`config.mk`:
```
export PLATFORM = sky130hd
export DESIGN_NAME = floppy_board_port_decode
export DESIGN_NICKNAME = d
export VERILOG_FILES = /design/src/floppy_port_pkg.sv /design/src/floppy_board_port_decode.sv
export VERILOG_INCLUDE_DIRS = /design/src
export SDC_FILE = /design/constraint.sdc
export NUM_CORES = 1
export LEC_CHECK = 0
export BUFFER_PORTS_ARGS = -buffer_cell sky130_fd_sc_hd__buf_2
export CORE_UTILIZATION = 56
export CTS_BUF_LIST = sky130_fd_sc_hd__clkbuf_16
export CTS_CLUSTER_SIZE = 30
export DETAILED_ROUTE_END_ITERATION = 6
export PLACE_DENSITY = 0.94
export SLEW_MARGIN = 0
export SYNTH_ARGS = -nofsm -noshare
export SYNTH_HDL_FRONTEND = slang
export SYNTH_SLANG_ARGS = --single-unit
```
`constraint.sdc`:
```
create_clock -name mclk_i -period 3.9 [get_ports mclk_i]
set_clock_uncertainty 0.2 [all_clocks]
set_input_delay 0.78 -clock mclk_i [delete_from_list [all_inputs] [get_ports mclk_i]]
set_output_delay 0.78 -clock mclk_i [all_outputs]
set_load 0.05 [all_outputs]
```
`src/floppy_port_defines.svh`:
```
// Address map, field positions, reset values and timing figures for the floppy board port.
`ifndef FLOPPY_PORT_DEFINES_SVH
`define FLOPPY_PORT_DEFINES_SVH

// High nibble of the port range for each setting of the base jumper.
`define FBP_BASE_LOW 4'h6
`define FBP_BASE_HIGH 4'hE

// Low nibble of each of the five ports.
`define FBP_OFS_SELECT 4'h3
`define FBP_OFS_CMD_STATUS 4'h4
`define FBP_OFS_TRACK 4'h5
`define FBP_OFS_SECTOR 4'h6
`define FBP_OFS_DATA 4'h7

// Select port layout: readback bits, wait enable bit and reset value.
`define FBP_SEL_RB_MSB 4
`define FBP_SEL_WAIT_BIT 5
`define FBP_SEL_RESET 8'h00

// Reset value of the bus-facing data register.
`define FBP_DATA_RESET 8'h00

// Timing: system clock, controller clock and head-load pulse.
`define FBP_CLK_KHZ 100000
`define FBP_CTL_CLK_KHZ 4000
`define FBP_HEAD_LOAD_MS 35

`endif

```
`src/floppy_port_pkg.sv`:
```
// Types shared by the floppy board port logic.
package floppy_port_pkg;

   // Interrupt handling chosen by jumper.
   typedef enum logic [1:0] {
      INT_NONE,
      INT_RESTART,
      INT_EXTERNAL,
      INT_VECTOR
   } int_mode_t;

endpackage

```
`src/floppy_board_port_decode.sv`:
```
// Bus-side port decode, strobes, readback, clock, head-load timer and interrupt logic.
`include "floppy_port_defines.svh"

// Operation
// - Answer five ports, jumper picks 63-67 or E3-E7.
// - Read strobe low on input, write on output.
// - Ports X5-X7 read back what was written.
// - Port X3 bits 0-4 read back.
// - Head load gives 35 ms low pulse.
// - Controller gets a 4 MHz clock.
// - Join interrupt priority chain in and out.
// - Jumper picks one of four interrupt modes.
// - Insert wait states to pace sector data.
module floppy_board_port_decode #(
   parameter int HEAD_LOAD_CYCLES = `FBP_HEAD_LOAD_MS * `FBP_CLK_KHZ,
   parameter logic [7:0] RESTART_OPCODE = 8'hEF,
   parameter logic [7:0] VECTOR_BYTE = 8'h40
) (
   input wire logic mclk_i,
   input wire logic reset_n_i,
   input wire logic base_high_i,
   input wire floppy_port_pkg::int_mode_t int_mode_i,
   input wire logic [7:0] addr_i,
   input wire logic [7:0] data_out_i,
   input wire logic sinp_i,
   input wire logic sout_i,
   input wire logic pdbin_i,
   input wire logic pwr_n_i,
   input wire logic sinta_i,
   input wire logic priority_chain_in_i,
   input wire logic [7:0] ctl_data_i,
   input wire logic ctl_drq_i,
   input wire logic ctl_intrq_i,
   input wire logic ctl_head_load_i,
   input wire logic [2:0] sense_i,
   output logic [7:0] data_in_o,
   output logic data_in_en_o,
   output logic prdy_o,
   output logic int_n_o,
   output logic vi2_n_o,
   output logic priority_chain_out_o,
   output logic controller_read_strobe_n_o,
   output logic ctl_write_strobe_n_o,
   output logic [1:0] ctl_addr_o,
   output logic [7:0] ctl_data_o,
   output logic ctl_clk_en_o,
   output logic [7:0] select_o,
   output logic head_load_timer_n_o
);
   import floppy_port_pkg::*;

   localparam int CTL_DIV = `FBP_CTL_CLK_KHZ > 0 ? `FBP_CLK_KHZ / `FBP_CTL_CLK_KHZ : 1;
   localparam int HL_W = 22;
   localparam int CTL_GAP = CTL_DIV - 1;

   // A zero pulse never shows; a longer one or a slower divide overflows its counter.
   if (HEAD_LOAD_CYCLES < 1 || HEAD_LOAD_CYCLES >= (1 << HL_W) || CTL_DIV < 2 || CTL_DIV > 32)
   begin : g_bad_setting
      $error("head-load or divider setting out of range");
   end

   logic [3:0] base_nib;
   logic [3:0] ofs;
   logic hit;
   logic ctl_port;
   logic host_rd;
   logic host_wr;
   logic int_on;
   logic int_req;
   logic ack_drive;
   logic wait_cond;

   // Port decode is qualified by a live port cycle so stray addresses never select.
   always_comb
   begin
      base_nib = base_high_i ? `FBP_BASE_HIGH : `FBP_BASE_LOW;
      ofs = addr_i[3:0];
      hit = (addr_i[7:4] == base_nib) && (ofs >= `FBP_OFS_SELECT)
            && (ofs <= `FBP_OFS_DATA) && (sinp_i || sout_i) && !sinta_i;
      ctl_port = hit && (ofs != `FBP_OFS_SELECT);
      host_rd = hit && sinp_i && pdbin_i;
      host_wr = hit && sout_i && !pwr_n_i;
   end

   // Interrupt request goes out only with the chain enabled from above.
   always_comb
   begin
      int_on = (int_mode_i != INT_NONE);
      int_req = int_on && ctl_intrq_i && priority_chain_in_i;
      int_n_o = !(int_req && (int_mode_i == INT_RESTART || int_mode_i == INT_VECTOR));
      vi2_n_o = !(int_req && int_mode_i == INT_EXTERNAL);
      priority_chain_out_o = priority_chain_in_i && !(int_on && ctl_intrq_i);
      ack_drive = sinta_i && pdbin_i && int_req
                  && (int_mode_i == INT_RESTART || int_mode_i == INT_VECTOR);
   end

   logic [7:0] select_reg, select_next;
   logic [7:0] data_in_reg, data_in_next;
   logic data_en_reg, data_en_next;
   logic rd_n_reg, rd_n_next;
   logic wr_n_reg, wr_n_next;
   logic [1:0] caddr_reg, caddr_next;
   logic [7:0] cdata_reg, cdata_next;

   // Bus and controller side registers; data comes from flops, one cycle behind the bus.
   always_comb
   begin
      select_next = select_reg;
      if (host_wr && ofs == `FBP_OFS_SELECT)
         select_next = data_out_i;
      rd_n_next = !(ctl_port && sinp_i && pdbin_i);
      wr_n_next = !(ctl_port && sout_i && !pwr_n_i);
      caddr_next = ctl_port ? 2'(ofs - `FBP_OFS_CMD_STATUS) : caddr_reg;
      cdata_next = data_out_i;
      data_en_next = host_rd || ack_drive;
      data_in_next = data_in_reg;
      if (ack_drive)
         data_in_next = (int_mode_i == INT_RESTART) ? RESTART_OPCODE : VECTOR_BYTE;
      else if (host_rd && ofs == `FBP_OFS_SELECT)
         data_in_next = {sense_i, select_reg[`FBP_SEL_RB_MSB:0]};
      else if (host_rd)
         data_in_next = ctl_data_i;
   end

   always_ff @(posedge mclk_i or negedge reset_n_i)
   begin
      if (!reset_n_i)
      begin
         select_reg <= `FBP_SEL_RESET;
         data_in_reg <= `FBP_DATA_RESET;
         data_en_reg <= 1'b0;
         rd_n_reg <= 1'b1;
         wr_n_reg <= 1'b1;
         caddr_reg <= 2'h0;
         cdata_reg <= `FBP_DATA_RESET;
      end
      else
      begin
         select_reg <= select_next;
         data_in_reg <= data_in_next;
         data_en_reg <= data_en_next;
         rd_n_reg <= rd_n_next;
         wr_n_reg <= wr_n_next;
         caddr_reg <= caddr_next;
         cdata_reg <= cdata_next;
      end
   end

   assign select_o = select_reg;
   assign data_in_o = data_in_reg;
   assign data_in_en_o = data_en_reg;
   assign controller_read_strobe_n_o = rd_n_reg;
   assign ctl_write_strobe_n_o = wr_n_reg;
   assign ctl_addr_o = caddr_reg;
   assign ctl_data_o = cdata_reg;

   // Hold the host on the data port until the controller has a byte or is done.
   always_comb
   begin
      wait_cond = select_reg[`FBP_SEL_WAIT_BIT] && hit && ofs == `FBP_OFS_DATA
                  && !ctl_drq_i && !ctl_intrq_i;
      prdy_o = !wait_cond;
   end

   logic [4:0] div_reg, div_next;
   logic [HL_W-1:0] hl_cnt_reg, hl_cnt_next;
   logic hl_prev_reg, hl_prev_next;

   // Controller clock enable and a retriggerable head-load timer.
   always_comb
   begin
      div_next = (div_reg == 5'(CTL_DIV - 1)) ? 5'h00 : div_reg + 5'h01;
      hl_prev_next = ctl_head_load_i;
      hl_cnt_next = hl_cnt_reg;
      if (ctl_head_load_i && !hl_prev_reg)
         hl_cnt_next = HL_W'(HEAD_LOAD_CYCLES);
      else if (hl_cnt_reg != '0)
         hl_cnt_next = hl_cnt_reg - 1'b1;
   end

   always_ff @(posedge mclk_i or negedge reset_n_i)
   begin
      if (!reset_n_i)
      begin
         div_reg <= 5'h00;
         hl_cnt_reg <= '0;
         hl_prev_reg <= 1'b0;
      end
      else
      begin
         div_reg <= div_next;
         hl_cnt_reg <= hl_cnt_next;
         hl_prev_reg <= hl_prev_next;
      end
   end

   assign ctl_clk_en_o = (div_reg == 5'(CTL_DIV - 1));
   assign head_load_timer_n_o = (hl_cnt_reg == '0);

   // Helper: length of the current head-load low pulse.
   logic [HL_W-1:0] low_len;
   always_ff @(posedge mclk_i or negedge reset_n_i)
   begin
      if (!reset_n_i)
         low_len <= '0;
      else if (ctl_head_load_i && !hl_prev_reg)
         low_len <= '0;
      else if (!head_load_timer_n_o)
         low_len <= low_len + 1'b1;
   end
endmodule

```
==> results.txt <==
The overall global routing resource usage came out at 31.1%. Once layout is complete, the cells apart from fillers number 412. Setup repair after global routing left no endpoint under its margin. The number of flip-flops under the largest register name is 22. Relative to the synthesized area, the layout overhead comes to 26.6%. For this configuration, the core starts out at a cell density of 59.1%.

The total power per unit cell area came out at 524 nW/µm². The TritonCTS clock tree is yes. Among all cell types in the netlist, the one instantiated most often is sky130_fd_sc_hd__dfrtp_1. The internal power contribution came out at 1.31 mW. The post-synthesis instance total came out at 261. The signal on the critical path passes through inv_1 > ha_1 > nor4b_1 > nand3_1 > nor2_1 > buf_2.

TritonCTS created 9 clock buffers. The unique cell type count in the Yosys netlist is 49. The via count of the first global-routing pass came to 2552.

The standard cell core area came out at 4790 µm². The achievable clock frequency is 303 MHz. The worst slew slack as a fraction of its limit came out at 43.3%.

The worst setup path is launched from a flip-flop. The kind of cell with the highest combined delay along the critical path is simple AND/OR/NAND/NOR gates. The post-CTS setup repair buffer count came out at 0. The worst min-delay path category is reg2reg.

By area the synthesized netlist is led by sky130_fd_sc_hd__dfrtp_1 (49%), sky130_fd_sc_hd__mux2_2 (6.4%), sky130_fd_sc_hd__mux2i_1 (5.0%). The number of remaining DRC errors is 0. The routed design has 7340 µm of wire. For this run, the slowest stage of the critical path takes 0.42 ns.

The final route contains 2538 vias. The count of placed standard cells including taps is 396. The maximum fanout count along the critical path came out at 11.

The number of synthesis warnings is 0. After layout, the minimum clock period comes to 3.30 ns. After synthesis, the share of flip-flops with an asynchronous set or reset is 100%.

The final critical path takes up 84.7% of the cycle. The global-route wire length before repair is 12200 µm. Clock tree synthesis selected as its root buffer the cell sky130_fd_sc_hd__clkbuf_16. VDD sags by at most 460 µV. Averaged over all synthesized cells, the footprint is 10.8 µm². The total setup violations reported at the end of the flow is 0.

The number of pins exceeding their max-slew limit in the final report is 0. Summing the sequential cell areas from Yosys gives 50.5% of the chip area. The total power after layout came out at 1.88 mW. The worst setup path is of the reg2out kind. The fraction of post-synthesis cell area in the top cell type by area came out at 48.7%.

The final number of hold-violating endpoints is 0. The post-layout net count came out at 385. The clock slew at the register clock pins of the worst setup and hold paths came out at 0.05 ns.

The number of flops mapped to enable cells by yosys is 0. The buffers plus inverters on the worst setup path is 2. The tool flagged a number of max-cap violations equal to 0.

The detailed-routing iteration count for the pre-antenna-repair pass is 4. The number of H-tree levels came out at 3. 76 I/O pins were placed. The utilization after layout came out at 74.8%.

After synthesis the netlist holds a flip-flop and latch count of 57. The repair_antennas step left the layout with diodes totalling 0. The filler cell count came out at 307.

Counting every net in the synthesized netlist gives 306. The horizontal extent of the die came out at 73.1 µm. The type of destination of the critical path is an output port. The cell with the largest stage delay on the worst path is sky130_fd_sc_hd__dfrtp_1. Combinational cells account for 18.6% of the total power. No sink is reached through more buffers than the 2 on the longest clock path. Of the total power, registers draw 37.8%.

The clock network accounts for 43.6% of the total power. The share of post-route cells with drive strength above 1 came out at 33.6%. Row generation in the floorplan step produced 25 rows. The die covers 5340 µm².

The smallest setup slack after layout came out at 0.597 ns. The total negative slack for setup checks is 0 ns. The HPWL after detailed placement is 4700 µm. The tree built by TritonCTS fans out to 57 sinks.

The largest net degree at the start of global routing came out at 33. Net switching is 30.1% of the power. The wire length per cell after detailed routing is 17.8 µm. By count the netlist is led by sky130_fd_sc_hd__dfrtp_1 (55), sky130_fd_sc_hd__nor2_1 (26), sky130_fd_sc_hd__mux2_2 (16). At the worst endpoint, the arrival time is 2.32 ns. The height of the chip came out at 73.1 µm. The net switching component of the power came out at 564 µW. The detail route stage leaves a number of antenna-violating nets equal to 0. At the pin with the least slew margin, the transition time is 0.845 ns. The number of antenna violations at the first check in global routing is 0.

The total of hold buffers inserted after clock tree synthesis is 0. The post-cts gate resize count is 0. In the synthesized netlist the dominant register cell turns out to be sky130_fd_sc_hd__dfrtp_1. The DRC marker count from the first detailed-route iteration is 271. The quantity of I/O buffers inserted on ports is 75. The mapped netlist covers 2830 µm². The flow ran to the end, and the final reports show no timing, DRC or antenna violations. The worst setup slack before clock tree synthesis is 0.949 ns. The required time of the critical path is 2.92 ns. The leakage power total is 1.59 nW. The average vias per placed instance came out at 6.16.

The routability-driven placement congestion ratio came out at 0.811. The global route total overflow came out at 0. For the worst-skew pair, the clock arrives at the later sink with an insertion delay of 0.32 ns. The largest total area in the synthesized netlist belongs to sky130_fd_sc_hd__dfrtp_1.
## worst register-to-register path, stage by stage (launching register included)
cell	delay [ns]
sky130_fd_sc_hd__dfrtp_1	0.42
sky130_fd_sc_hd__inv_1	0.13
sky130_fd_sc_hd__ha_1	0.18
sky130_fd_sc_hd__or4b_1	0.52
sky130_fd_sc_hd__nor2_1	0.59
sky130_fd_sc_hd__a2111oi_0	0.28
sky130_fd_sc_hd__mux2i_1	0.18
## metal layers
metal	GRT usage, %	vias up	wire [µm]
met5	0	-	0
met4	19.2	0	332
met3	6.08	30	461
met2	52.4	142	3700
met1	36.6	1232	2840
li1	-	1134	-
## cells in the final DEF (no fill, tap or decap), types with 4 or more instances in the layout
master                       n
sky130_fd_sc_hd__o21ai_0    10
sky130_fd_sc_hd__ha_1        4
sky130_fd_sc_hd__buf_2      75
sky130_fd_sc_hd__mux2_2     16
sky130_fd_sc_hd__nor4_1      4
sky130_fd_sc_hd__inv_1       8
sky130_fd_sc_hd__a211oi_1    4
sky130_fd_sc_hd__mux2i_1    14
sky130_fd_sc_hd__o31ai_1     4
sky130_fd_sc_hd__clkbuf_16   9
sky130_fd_sc_hd__or4_1       5
sky130_fd_sc_hd__nand2_1    11
sky130_fd_sc_hd__nand2b_1    6
sky130_fd_sc_hd__nand3_1    11
sky130_fd_sc_hd__nor2_1     26
sky130_fd_sc_hd__a221o_1     6
sky130_fd_sc_hd__a21oi_1    10
sky130_fd_sc_hd__nor3_1      5
sky130_fd_sc_hd__and2_1      9
sky130_fd_sc_hd__dfrtp_1    55
## power by group through the flow
stage	Clock [mW]	Sequential [mW]	Combinational, mW
2_1_floorplan	0	0.782	0.156
3_3_place_gp	0	0.709	0.322
3_5_place_dp	0	0.712	0.334
4_1_cts	0.824	0.707	0.349
5_1_grt	0.850	0.717	0.377
6_report	0.819	0.710	0.350
## metrics by stage
step	cell area [µm²]	hold slack [ns]
after CTS	3580	0.293
after global placement	3270	0.270
after global routing	3580	0.307
after detailed placement	3270	0.286
after floorplan	2830	0.255
final	3580	0.289
## cells by family after synthesis
logic type / Yosys count / share of synthesized area (%)
compound gates: 45 / 11.6
flops: 57 / 50.5
buf+inv: 18 / 2.48
simple gates: 104 / 21.4
xor+xnor: 3 / 0.929
fa+ha+maj: 4 / 1.77
mux: 30 / 11.3
## cell type report
class                           instances  area [µm²]  share of cell area (%)
Sequential cell                        57        1430                    39.9
Multi-Input combinational cell        186        1330                    37.1
Timing Repair Buffer                   78         398                    11.1
Clock buffer                            9         225                    6.29
Clock inverter                          7        85.1                    2.38
Tap cell                               67        83.8                    2.34
Inverter                                8        30.0                   0.839
## worst paths after layout
check	startpoint	endpoint	slack (ns)	cells past startpoint
min reg2reg	div_reg[0]$_DFF_PN0_	div_reg[0]$_DFF_PN0_	0.29	1
max reg2reg	hl_cnt_reg[0]$_DFFE_PN0P_	hl_cnt_reg[7]$_DFFE_PN0P_	1.26	6
max	hl_cnt_reg[0]$_DFFE_PN0P_	head_load_timer_n_o	0.60	6
min in group asynchronous	reset_n_i	div_reg[2]$_DFF_PN0_	0.30	1
max in group asynchronous	reset_n_i	data_in_o[3]$_DFFE_PN0P_	2.39	2
min	div_reg[0]$_DFF_PN0_	div_reg[0]$_DFF_PN0_	0.29	1
Power figures use the tool's default switching activity.
